**config.mk**
```make
export PLATFORM = sky130hd
export DESIGN_NAME = acf_ar_fifo
export DESIGN_NICKNAME = d
export VERILOG_FILES = /design/src/inc/acf_pkg.sv /design/src/hdl/acf_ar_fifo.sv
export SDC_FILE = /design/constraint.sdc
export NUM_CORES = 1
export LEC_CHECK = 0
export BUFFER_PORTS_ARGS = -buffer_cell sky130_fd_sc_hd__buf_4
export CAP_MARGIN = 20
export CORE_ASPECT_RATIO = 1.2
export CORE_MARGIN = 5
export CORE_UTILIZATION = 35
export DETAILED_ROUTE_END_ITERATION = 12
export PLACE_DENSITY = 0.49
export SYNTH_ARGS = -nofsm -noshare
export SYNTH_HDL_FRONTEND = slang
export SYNTH_SLANG_ARGS = --single-unit
```
**constraint.sdc**
```tcl
create_clock -name mclk -period 6.9 [get_ports mclk]
set_input_delay 0.69 -clock mclk [delete_from_list [all_inputs] [get_ports mclk]]
set_output_delay 0.69 -clock mclk [all_outputs]
set_load 0.05 [all_outputs]
```
**src/inc/acf_pkg.sv**
```systemverilog
// Constants and carrier types for the read address channel FIFO block
package acf_pkg;

  // ------------------------------------------------------------------
  // Geometry
  // ------------------------------------------------------------------
  localparam int ACF_AW = 4;
  localparam int ACF_DEPTH = 16;
  localparam int ACF_CW = ACF_AW + 1;
  localparam int ACF_TW = ACF_AW;
  localparam int ACF_ID_W = 4;
  localparam int ACF_ADDR_W = 32;
  localparam int ACF_USER_W = 1;
  localparam logic [ACF_CW-1:0] ACF_FULL_CNT = 5'h10;
  localparam logic [ACF_CW-1:0] ACF_ZERO_CNT = 5'h0;
  localparam logic [ACF_CW-1:0] ACF_ONE_CNT = 5'h1;
  localparam logic [ACF_AW-1:0] ACF_PTR_ONE = 4'h1;

  // ------------------------------------------------------------------
  // Register map (byte addresses)
  // ------------------------------------------------------------------
  localparam int ACF_PA_W = 8;
  localparam logic [ACF_PA_W-1:0] ACF_OFS_PF_THRESH = 8'h00;
  localparam logic [ACF_PA_W-1:0] ACF_OFS_PE_THRESH = 8'h04;
  localparam logic [ACF_PA_W-1:0] ACF_OFS_STATUS = 8'h08;
  localparam logic [ACF_PA_W-1:0] ACF_OFS_COUNTS = 8'h0C;

  // ------------------------------------------------------------------
  // Reset values
  // ------------------------------------------------------------------
  localparam logic [ACF_TW-1:0] ACF_PF_THRESH_RST = 4'hE;
  localparam logic [ACF_TW-1:0] ACF_PE_THRESH_RST = 4'h2;
  localparam logic [31:0] ACF_WORD_ZERO = 32'h0000_0000;

  // ------------------------------------------------------------------
  // Field positions
  // ------------------------------------------------------------------
  localparam int ACF_ST_PFULL = 0;
  localparam int ACF_ST_PEMPTY = 1;
  localparam int ACF_ST_FULL = 2;
  localparam int ACF_ST_EMPTY = 3;
  localparam int ACF_ST_UNDER_SEEN = 4;
  localparam int ACF_CNT_DATA_LSB = 0;
  localparam int ACF_CNT_WR_LSB = 8;
  localparam int ACF_CNT_RD_LSB = 16;

  // ------------------------------------------------------------------
  // Carriers
  // ------------------------------------------------------------------
  typedef struct packed {
    logic [ACF_ID_W-1:0] arid;
    logic [ACF_ADDR_W-1:0] araddr;
    logic [7:0] arlen;
    logic [2:0] arsize;
    logic [1:0] arburst;
    logic [1:0] arlock;
    logic [3:0] arcache;
    logic [2:0] arprot;
    logic [3:0] arqos;
    logic [3:0] arregion;
    logic [ACF_USER_W-1:0] aruser;
  } acf_ar_t;

  typedef struct packed {
    logic psel;
    logic penable;
    logic pwrite;
    logic [ACF_PA_W-1:0] paddr;
    logic [31:0] pwdata;
  } acf_apb_req_t;

endpackage : acf_pkg

```
**src/hdl/acf_ar_fifo.sv**
```systemverilog
// Read address channel FIFO with counts, flags and an APB status port
`timescale 1ns/1ps
`default_nettype none

// Summary of operation
// - Write count tracks words written, width log2+1
// - Write count never underreports stored words
// - Accepted write shows at next write edge
// - Underflow pulses after read refused on empty
// - Refused read changes no contents or counts
// - Underflow may stay low; core blocks reads
// - Read count never overreports, width log2+1
// - Read shows in read count next edge
// - Common count gives stored words, width log2+1
// - Prog full set when count reaches threshold
// - Prog full clears below threshold
// - Prog empty set at or below threshold
// - Prog empty clears strictly above threshold
// - Address channel fields packed into data word
// - Valid and ready together write one entry
// - Burst length field is eight bits
// - Size three bits, burst type two bits
// - Cache four bits, protection three bits
// - QoS and region four bits each
// - Ready high only while FIFO not full
module acf_ar_fifo
  import acf_pkg::*;
(
  input wire logic mclk,
  input wire logic rst,
  input wire logic ce,
  input wire acf_apb_req_t apb_req,
  output logic [31:0] prdata,
  output logic pready,
  output logic pslverr,
  input wire acf_ar_t s_axi_ar,
  input wire logic s_axi_arvalid,
  output logic s_axi_arready,
  input wire logic rd_req,
  output acf_ar_t rd_data,
  output logic rd_valid,
  output logic [ACF_CW-1:0] wr_data_count,
  output logic [ACF_CW-1:0] rd_data_count,
  output logic [ACF_CW-1:0] data_count,
  output logic prog_full,
  output logic prog_empty,
  output logic underflow
);

  // ------------------------------------------------------------------
  // Storage
  // ------------------------------------------------------------------
  acf_ar_t mem [ACF_DEPTH];
  logic [ACF_AW-1:0] wr_ptr;
  logic [ACF_AW-1:0] rd_ptr;
  logic [ACF_AW-1:0] next_wr_ptr;
  logic [ACF_AW-1:0] next_rd_ptr;
  logic [ACF_CW-1:0] next_count;
  logic next_arready;
  logic next_prog_full;
  logic next_prog_empty;
  logic next_underflow;
  logic next_rd_valid;
  acf_ar_t next_rd_data;
  logic push;
  logic pop;
  logic empty;

  // ------------------------------------------------------------------
  // Register state
  // ------------------------------------------------------------------
  logic [ACF_TW-1:0] pf_thresh;
  logic [ACF_TW-1:0] pe_thresh;
  logic under_seen;
  logic [ACF_TW-1:0] next_pf_thresh;
  logic [ACF_TW-1:0] next_pe_thresh;
  logic next_under_seen;
  logic [31:0] next_prdata;
  logic next_pready;
  logic next_pslverr;
  logic apb_access;
  logic apb_done;
  logic wr_hit;

  // ------------------------------------------------------------------
  // FIFO next state
  // ------------------------------------------------------------------
  // Ready is registered, so a push only ever lands while a slot is free
  assign push = s_axi_arvalid & s_axi_arready;
  assign empty = (data_count == ACF_ZERO_CNT);
  // A read on an empty FIFO is refused here and touches nothing
  assign pop = rd_req & ~empty;

  always_comb begin
    next_wr_ptr = wr_ptr;
    next_rd_ptr = rd_ptr;
    next_count = data_count;
    next_rd_data = rd_data;
    if (push) begin
      next_wr_ptr = wr_ptr + ACF_PTR_ONE;
    end
    if (pop) begin
      next_rd_ptr = rd_ptr + ACF_PTR_ONE;
      next_rd_data = mem[rd_ptr];
    end
    if (push && !pop) begin
      next_count = data_count + ACF_ONE_CNT;
    end else if (pop && !push) begin
      next_count = data_count - ACF_ONE_CNT;
    end
    next_rd_valid = pop;
    // Kept live rather than tied low: reports the refused read
    next_underflow = rd_req & empty;
    next_arready = (next_count != ACF_FULL_CNT);
    // Flags use the post-edge count and thresholds so they never lag
    next_prog_full = (next_count >= {1'b0, next_pf_thresh});
    next_prog_empty = (next_count <= {1'b0, next_pe_thresh});
  end

  // One clock: every count moves on the same edge, so none can
  // under- or over-report against the others
  always_ff @(posedge mclk or posedge rst) begin
    if (rst) begin
      wr_ptr <= '0;
      rd_ptr <= '0;
      wr_data_count <= ACF_ZERO_CNT;
      rd_data_count <= ACF_ZERO_CNT;
      data_count <= ACF_ZERO_CNT;
      s_axi_arready <= 1'b0;
      prog_full <= 1'b0;
      prog_empty <= 1'b1;
      underflow <= 1'b0;
      rd_valid <= 1'b0;
      rd_data <= '0;
    end else if (ce) begin
      wr_ptr <= next_wr_ptr;
      rd_ptr <= next_rd_ptr;
      wr_data_count <= next_count;
      rd_data_count <= next_count;
      data_count <= next_count;
      s_axi_arready <= next_arready;
      prog_full <= next_prog_full;
      prog_empty <= next_prog_empty;
      underflow <= next_underflow;
      rd_valid <= next_rd_valid;
      rd_data <= next_rd_data;
    end
  end

  // Whole struct is one word: id, addr, len, size, burst, lock,
  // cache, prot, qos, region, user in that order, msb first
  always_ff @(posedge mclk) begin
    if (ce && push) begin
      mem[wr_ptr] <= s_axi_ar;
    end
  end

  // ------------------------------------------------------------------
  // APB slave
  // ------------------------------------------------------------------
  // One wait state: pready rises the cycle after penable
  assign apb_access = apb_req.psel & apb_req.penable;
  assign apb_done = apb_access & pready;
  assign wr_hit = apb_done & apb_req.pwrite;

  always_comb begin
    next_pf_thresh = pf_thresh;
    next_pe_thresh = pe_thresh;
    next_under_seen = under_seen;
    next_pready = apb_access & ~pready;
    next_prdata = ACF_WORD_ZERO;
    next_pslverr = 1'b0;
    if (wr_hit && apb_req.paddr == ACF_OFS_PF_THRESH) begin
      next_pf_thresh = apb_req.pwdata[ACF_TW-1:0];
    end
    if (wr_hit && apb_req.paddr == ACF_OFS_PE_THRESH) begin
      next_pe_thresh = apb_req.pwdata[ACF_TW-1:0];
    end
    if (wr_hit && apb_req.paddr == ACF_OFS_STATUS &&
        apb_req.pwdata[ACF_ST_UNDER_SEEN]) begin
      next_under_seen = 1'b0;
    end
    // Set after clear so a refused read in the clearing cycle survives
    if (next_underflow) begin
      next_under_seen = 1'b1;
    end
    if (apb_access && !pready) begin
      case (apb_req.paddr)
        ACF_OFS_PF_THRESH: begin
          next_prdata[ACF_TW-1:0] = pf_thresh;
        end
        ACF_OFS_PE_THRESH: begin
          next_prdata[ACF_TW-1:0] = pe_thresh;
        end
        ACF_OFS_STATUS: begin
          next_prdata[ACF_ST_PFULL] = prog_full;
          next_prdata[ACF_ST_PEMPTY] = prog_empty;
          // Taken from the count: ready is still low before the first
          // enabled edge after reset and would read back as full
          next_prdata[ACF_ST_FULL] = (data_count == ACF_FULL_CNT);
          next_prdata[ACF_ST_EMPTY] = empty;
          next_prdata[ACF_ST_UNDER_SEEN] = under_seen;
        end
        ACF_OFS_COUNTS: begin
          next_prdata[ACF_CNT_DATA_LSB +: ACF_CW] = data_count;
          next_prdata[ACF_CNT_WR_LSB +: ACF_CW] = wr_data_count;
          next_prdata[ACF_CNT_RD_LSB +: ACF_CW] = rd_data_count;
        end
        default: begin
          next_pslverr = 1'b1;
        end
      endcase
    end
  end

  always_ff @(posedge mclk or posedge rst) begin
    if (rst) begin
      pf_thresh <= ACF_PF_THRESH_RST;
      pe_thresh <= ACF_PE_THRESH_RST;
      under_seen <= 1'b0;
      prdata <= ACF_WORD_ZERO;
      pready <= 1'b0;
      pslverr <= 1'b0;
    end else if (ce) begin
      pf_thresh <= next_pf_thresh;
      pe_thresh <= next_pe_thresh;
      under_seen <= next_under_seen;
      prdata <= next_prdata;
      pready <= next_pready;
      pslverr <= next_pslverr;
    end
  end
endmodule : acf_ar_fifo

`default_nettype wire

```
==> flow_summary_export.csv, run 1 <==
group,metric,value,unit
run_status,outcome,"finished clean",
pwr,power.density,407,mW/mm^2
grt,grt_pass1_vias,23000,
pwr,vdd_drop_max,0.369,mV
sta,finalCritPeriodShare,0.544,
floorplan,die_w,339,um
sta,rsz0062_at_grt,"no",
floorplan,design.core.area,0.129,mm^2
drt,drt_wl_total,108,mm
final_layout,fin_area,0.0525,mm^2
clock_tree,cts_tree,"done",
drt,dr.pass1.iters,5,
clock_tree,root_buffer,"clkbuf_16",
drt,vias,21300,
final_layout,final_layout_size_suffix_gt1_frac,0.302,
critical_path,worstSetupStartpoint,"data_count[0]",
critical_path,r2r_setup_slack,3.15,ns
logic_synthesis,synth_cells,2116,
drt,drt-initial-drc-count,1525,
logic_synthesis,ys_seq_elements,1178,
sta,finalSetupTns,0,ns
place,globalplace.congestion,0.722,
grt,antenna_found_initial,12,
drt,drcViolationCount,0,
drt,routed_via_density,5.16,
sta,finalHoldViolCount,0,
logic_synthesis,synth_warnings,0,
clock_tree,clock_sinks,1178,
place,pre_cts_ws,2.38,ns
place,portBuffers,191,
place,dpl.hpwl,56.6,mm
logic_synthesis,synthDistinctLibCells,59,
logic_synthesis,syn_avg_cell_area,21.4,um^2
critical_path,end_kind,"flip-flop",
critical_path,crit_end,"prog_empty",
sta,max_freq,0.266,GHz
critical_path,arrival,4.39,ns
floorplan,initial_core_util,0.353,
sta,hold_slack,0.170,ns
floorplan,die_area,0.137,mm^2
pwr,p_leak,17.2,nW
clock_tree,clock_path_buffers,3,
grt,grt_usage,0.157,
final_layout,fin_nets,2459,
critical_path,critical_path_class,"reg -> reg",
floorplan,num_rows,144,
clock_tree,cts_buffers,115,
floorplan,chipHeight,404,um
clock_tree,clkTransAtPathRegs,0.06,ns
clock_tree,cts_hold_buffers,0,
drt,wl_per_cell,26.3,um
logic_synthesis,synthFlopType,"edfxtp_1",
pwr,power.total,21.4,mW
grt,grt_max_degree,129,
floorplan,io_pins,236,
final_layout,fin_cells,4119,
logic_synthesis,synth-edff-count,1072,
critical_path,crit_required,7.54,ns
logic_synthesis,yosysSeqAreaShare,0.768,
sta,slew_viol_final,0,
flow_run,drv_cap,0,
clock_tree,worstSkewPairLatency,0.73,ns
sta,setup_slack,3.15,ns
logic_synthesis,synthArstFlopShare,0.0900,
sta,skew,0.0259,ns
final_layout,fillers,11400,
final_layout,synthToLayoutAreaGrowth,15.8,%
place,placed_cells,3893,
grt,grt.overflow.total,0,
sta,maxSlewHeadroom,0.334,
sta,fin_crit,3.75,ns
clock_tree,post-cts-setup-buffers,0,
clock_tree,cts_resized,0,
logic_synthesis,syn_area,0.0454,mm^2
critical_path,cp_max_fo,12,
sta,worstMarginPinSlew,0.999,ns
place,placed_area,0.0487,mm^2
critical_path,reg2reg_depth,12,
sta,setup_viol,0,
grt,grt_pass1_wl,159,mm
drt,ant_nets,0,
clock_tree,htreeDepth,3,
critical_path,timing.rr.start,"data_count[0]",
worst_hold_path,hold_path.class,"in -> async",
final_layout,utilization,0.408,
critical_path,cp-start-kind,"flip-flop",
critical_path,reg2reg_to,"prog_empty",
## cell usage after synthesis (6+ instances only)
cell | instances | area [um^2]
buf_4 | 60 | 450
xnor2_1 | 12 | 105
inv_1 | 12 | 45.0
nand3_1 | 6 | 30.0
mux4_2 | 258 | 5810
dfrtp_1 | 101 | 2530
a22o_1 | 8 | 70.1
o21ai_1 | 80 | 400
ha_1 | 13 | 163
edfxtp_1 | 1072 | 32200
mux2i_1 | 85 | 851
buf_2 | 16 | 80.1
buf_1 | 14 | 52.6
nor2_1 | 30 | 113
clkbuf_1 | 58 | 218
mux2_2 | 34 | 383
o221ai_1 | 79 | 692
nand2_1 | 97 | 364
## area by class of cell
type	instances	area [um^2]	area share
antenna	8	20.0	0.000381
clock inverter	63	629	0.0120
inverter	14	62.6	0.00119
clock buffer	155	3180	0.0605
sequential	1178	34900	0.664
multi-input combinational	790	9820	0.187
tap	1679	2100	0.0400
timing repair buffer	232	1840	0.0351
## metal layers
metal  GRT usage  vias up  routed length, um
li1            -     9220                  -
met1       0.205    11500              45900
met2       0.274      447              55500
met3      0.0304      124               5150
met4      0.0379        4               1750
met5           0        -                 28
## sequential cells by signal, indices dropped and copies added (netlist names)
signal,flops
mem,1072
wr_ptr,4
rd_ptr,4
prog_full,1
pslverr,1
rd_valid,1
prdata,10
data_count,5
pf_thresh,4
pe_thresh,4
s_axi_arready,1
underflow,1
prog_empty,1
rd_data,67
under_seen,1
pready,1
## critical path: stages, from the launching register on
cell	delay, ns
dfrtp_1	0.71
inv_1	0.18
ha_1	0.30
nor4b_4	0.17
nor2_1	0.53
nand2_1	0.16
o41ai_1	0.37
xnor2_1	0.21
inv_1	0.12
ha_1	0.33
nand2_1	0.06
or3_1	0.32
a31o_1	0.22
## report_power, final
| part | switching, mW | total (mW) | internal, mW |
|---|---|---|---|
| sequential | 0.458 | 8.84 | 8.38 |
| clock | 2.68 | 6.29 | 3.61 |
| combinational | 3.68 | 6.24 | 2.56 |
## worst min-delay path by stage
stage	from	endpoint	slack [ns]	depth (start not counted)
5_1_grt	apb_req[3]	pe_thresh[3]	0.19	2
2_1_floorplan	under_seen	under_seen	0.45	1
4_1_cts	rst	rd_data[6]	0.15	2
3_3_place_gp	under_seen	under_seen	0.47	1
6_report	rst	rd_data[6]	0.17	2
3_5_place_dp	rd_data[28]	rd_data[28]	0.48	2
## placed cells by master, fill, tap and decap left out, drive strengths merged, types with 2 or more instances in the layout
| cell | count |
|---|---|
| a21oi | 4 |
| a22o | 8 |
| a31o | 2 |
| a32o | 3 |
| and2 | 2 |
| and3 | 5 |
| and3b | 2 |
| and4 | 3 |
| buf | 232 |
| bufinv | 10 |
| clkbuf | 155 |
| clkinv | 44 |
| clkinvlp | 4 |
| conb | 17 |
| dfrtp | 101 |
| dfstp | 5 |
| diode | 8 |
| edfxtp | 1072 |
| ha | 13 |
| inv | 19 |
| maj3 | 2 |
| mux2 | 39 |
| mux2i | 86 |
| mux4 | 260 |
| nand2 | 97 |
| nand2b | 5 |
| nand3 | 6 |
| nand4 | 4 |
| nor2 | 30 |
| nor3 | 6 |
| o211ai | 3 |
| o21ai | 82 |
| o221ai | 79 |
| o2bb2ai | 2 |
| or3 | 2 |
| xnor2 | 12 |
## kinds of logic (layout without fill, tap and decap cells)
| group | Yosys count | in the layout | share of synthesized area |
|---|---|---|---|
| AOI/OAI and AO/OA | 193 | 193 | 0.0304 |
| other | 1 | 25 | 0.0000827 |
| DFF | 1178 | 1178 | 0.768 |
| xor gates and xnor gates | 12 | 12 | 0.00232 |
| buffers and inverters | 164 | 464 | 0.0193 |
| adders and majority gates | 15 | 15 | 0.00406 |
| muxes | 385 | 385 | 0.158 |
| and+or+nand+nor | 168 | 168 | 0.0172 |
(Power assumes the default switching activity.)
==> inputs of run 2 (changes only) <==
--- a/config.mk
+++ b/config.mk
@@ -5,13 +5,14 @@
 export SDC_FILE = /design/constraint.sdc
 export NUM_CORES = 1
 export LEC_CHECK = 0
+export ABC_AREA = 1
 export BUFFER_PORTS_ARGS = -buffer_cell sky130_fd_sc_hd__buf_4
 export CAP_MARGIN = 20
 export CORE_ASPECT_RATIO = 1.2
 export CORE_MARGIN = 5
 export CORE_UTILIZATION = 35
 export DETAILED_ROUTE_END_ITERATION = 12
-export PLACE_DENSITY = 0.49
+export PLACE_DENSITY = 0.5
 export SYNTH_ARGS = -nofsm -noshare
 export SYNTH_HDL_FRONTEND = slang
 export SYNTH_SLANG_ARGS = --single-unit
==> constraint.sdc (replaced) <==
create_clock -name mclk -period 3.1 [get_ports mclk]
set_input_delay 0.31 -clock mclk [delete_from_list [all_inputs] [get_ports mclk]]
set_output_delay 0.31 -clock mclk [all_outputs]
set_load 0.05 [all_outputs]
==> run 2 against run 1 <==
Combinational power grew to 2.7 times the previous value. Maximum frequency is 42% higher. Sequential power grew 120%. Total power rose by 140%. Clock power is 130% higher. Area after synthesis is 2.0% higher. Worst hold slack worse by 0.10 ns. Via count grew 37%. Largest power group unchanged. Sequential cell count unchanged. Critical endpoint unchanged. Count of clock-buffer cells in the layout increased by 19.
==> flow_summary_export.csv, run 2 <==
group,metric,value,unit
floorplan,io_pins,236,
place,dpl.hpwl,63.8,mm
sta,finalHoldViolCount,0,
clock_tree,root_buffer,"clkbuf_16",
pwr,power.density,931,mW/mm^2
floorplan,die_w,342,um
final_layout,largest_reg_flops,1072,
drt,routed-wl-met2,64.9,mm
logic_synthesis,syn_avg_cell_area,13.2,um^2
floorplan,initial_core_util,0.351,
logic_synthesis,synthArstFlopShare,0.0900,
place,portBuffers,191,
pwr,clkPwrFrac,0.288,
final_layout,fillers,12200,
final_layout,fin_nets,3849,
drt,vias,29200,
critical_path,worstSetupStartpoint,"data_count[0]",
drt,dr.pass1.iters,5,
logic_synthesis,synth_cells,3494,
critical_path,reg2reg_depth,15,
grt,grt_max_degree,151,
worst_hold_path,hold_depth,5,
clock_tree,clock_path_buffers,3,
pwr,p_sw,18.7,mW
grt,grt_pass1_wl,192,mm
drt,wl_met1,57.0,mm
final_layout,final_cell_mix,"1,072 x edfxtp_1, 659 x nor2_1, 568 x o21ai_0",
place,placed_area,0.0501,mm^2
sta,setup_viol,0,
final_layout,final_layout_size_suffix_gt1_frac,0.136,
floorplan,die_area,0.140,mm^2
floorplan,chipHeight,408,um
logic_synthesis,synth_commonest_cells,"1,072 x edfxtp_1, 673 x nor2_1, 568 x o21ai_0",
pwr,pwr-share-comb,0.334,
pwr,vdd_drop_max,1.00,mV
logic_synthesis,synth-edff-count,1072,
logic_synthesis,yosysTopAreaCellShare,0.696,
place,globalplace.congestion,0.738,
final_layout,fin_cells,5602,
drt,drcViolationCount,0,
critical_path,crit_required,3.74,ns
clock_tree,post-cts-setup-buffers,0,
critical_path,cp-start-kind,"flip-flop",
critical_path,crit_cells,15,
logic_synthesis,syn_area,0.0463,mm^2
logic_synthesis,synthFlopType,"edfxtp_1",
grt,grt_usage,0.182,
sta,max_freq,0.378,GHz
clock_tree,cts_buffers,116,
logic_synthesis,ys_seq_elements,1178,
final_layout,fin_area,0.0549,mm^2
logic_synthesis,synth_warnings,0,
drt,drt-initial-drc-count,2433,
logic_synthesis,yosysMostFrequentCell,"edfxtp_1",
final_layout,top_regs,"mem x1072, rd_data x67, prdata x10",
sta,finalSetupTns,0,ns
grt,grt.overflow.total,0,
logic_synthesis,yosysTopAreaCell,"edfxtp_1",
clock_tree,cts_resized,0,
critical_path,max_stage_delay,0.38,ns
clock_tree,cts_tree,"done",
drt,ant_nets,0,
pwr,switching_share,0.365,
drt,route.met3.wl,5.60,mm
flow_run,drv_cap,0,
worst_hold_path,hold_path.class,"in -> reg",
critical_path,timing.rr.start,"data_count[0]",
drt,routed_via_density,5.22,
final_layout,layout_commonest_cell,"edfxtp_1",
pwr,pwr-share-seq,0.378,
critical_path,cp_max_fo,6,
final_layout,regMostFlops,"mem",
sta,skew,0.0232,ns
critical_path,arrival,3.29,ns
critical_path,path_delay_family,"simple AND/OR/NAND/NOR gates",
critical_path,critPathSlowestCell,"dfrtp_1",
critical_path,end_kind,"flip-flop",
logic_synthesis,synthDistinctLibCells,43,
grt,grt_pass1_vias,28800,
clock_tree,worstSkewPairLatency,0.72,ns
sta,maxSlewHeadroom,0.365,
drt,topRoutingLayerUsed,"met5",
clock_tree,clkTransAtPathRegs,0.06,ns
sta,slew_viol_final,0,
floorplan,num_rows,146,
clock_tree,cts_hold_buffers,77,
logic_synthesis,yosysSeqAreaShare,0.753,
critical_path,path_cells,"inv_1 > ha_1 > nand3_2 > nand2_1 > nand2_2 > o22ai_1 > xor2_1 > inv_1 > ha_1 > nand2_1 > inv_1 > nand2_1 > nor2_2 > a21oi_1 > a21oi_1",
run_status,outcome,"finished clean",
critical_path,crit_end,"prog_empty",
grt,antenna_found_initial,9,
clock_tree,htreeDepth,3,
critical_path,critPathBufInv,3,
drt,wl_per_cell,23.2,um
critical_path,critical_path_class,"reg -> reg",
final_layout,synthToLayoutAreaGrowth,18.7,%
logic_synthesis,synthTopCellsByArea,"edfxtp_1 70%, o21ai_0 6.1%, dfrtp_1 5.5%, nor2_1 5.5%, o22ai_1 2.7%",
critical_path,reg2reg_to,"prog_empty",
critical_path,r2r_setup_slack,0.46,ns
sta,rsz0062_at_grt,"no",
pwr,p_leak,18.4,nW
floorplan,design.core.area,0.132,mm^2
sta,worstMarginPinSlew,0.952,ns
pwr,p_int,32.4,mW
sta,finalCritPeriodShare,0.853,
drt,drt_wl_total,130,mm
clock_tree,clock_sinks,1178,
sta,fin_crit,2.64,ns
place,placed_cells,5302,
run 2: layout make-up:
class | count | area [um^2] | share of cell area
diodes | 4 | 10.0 | 0.000182
flip-flops and latches | 1178 | 34900 | 0.635
clock inverters | 45 | 622 | 0.0113
multi-input cells | 2009 | 10000 | 0.182
repair buffers | 366 | 3530 | 0.0643
inverters | 50 | 229 | 0.00417
clock buffers | 174 | 3410 | 0.0622
well taps | 1776 | 2220 | 0.0405
run 2: worst reg2reg max path, cell delays in order (launching register included):
cell and delay, ns:
dfrtp_1 0.38, inv_1 0.12, ha_1 0.29, nand3_2 0.16, nand2_1 0.15, nand2_2 0.11
o22ai_1 0.15, xor2_1 0.29, inv_1 0.12, ha_1 0.29, nand2_1 0.05, inv_1 0.06
nand2_1 0.07, nor2_2 0.13, a21oi_1 0.07, a21oi_1 0.16
run 2: worst min-delay path by stage:
stage                     slack [ns]     endpoint   startpoint
final                           0.07       pready  apb_req[41]
after detailed placement        0.47     rd_valid     rd_valid
after global placement          0.47  rd_data[12]  rd_data[12]
after floorplan                 0.41    mem[0][0]  s_axi_ar[0]
after CTS                       0.01       pready  apb_req[41]
after global routing            0.08       pready  apb_req[41]
run 2: logic make-up (layout without fill, tap and decap cells):
logic type / Yosys count / in the layout / synth area share
other cells: 1 / 21 / 0.0000811
xor+xnor: 9 / 9 / 0.00170
compound gates: 991 / 991 / 0.123
flops: 1178 / 1178 / 0.753
mux: 3 / 3 / 0.000649
buf+inv: 323 / 635 / 0.0348
simple gates: 976 / 976 / 0.0829
fa+ha+maj: 13 / 13 / 0.00352
run 2: stage by stage:
step | total power [mW] | hold slack [ns] | util | setup slack [ns]
2_1_floorplan | 30.8 | 0.409 | - | -0.289
3_3_place_gp | 36.7 | 0.467 | 0.380 | 0.476
3_5_place_dp | 36.8 | 0.469 | 0.380 | 0.454
4_1_cts | 51.7 | 0.0136 | 0.417 | 0.428
5_1_grt | 53.8 | 0.0808 | 0.417 | 0.144
6_report | 51.1 | 0.0690 | 0.417 | 0.456
run 2: per-layer routing:
layer,track usage,up-vias
li1,-,13400
met1,0.243,15000
met2,0.314,645
met3,0.0253,158
met4,0.0439,8
met5,0,-
run 2: power groups by stage:
| stage | registers (mW) | logic, mW | clock network [mW] |
|---|---|---|---|
| 4_1_cts | 19.3 | 17.3 | 15.1 |
| 5_1_grt | 19.4 | 18.7 | 15.8 |
| 6_report | 19.3 | 17.1 | 14.7 |
| 2_1_floorplan | 21.0 | 9.78 | 0 |
| 3_3_place_gp | 19.6 | 17.1 | 0 |
| 3_5_place_dp | 19.7 | 17.2 | 0 |
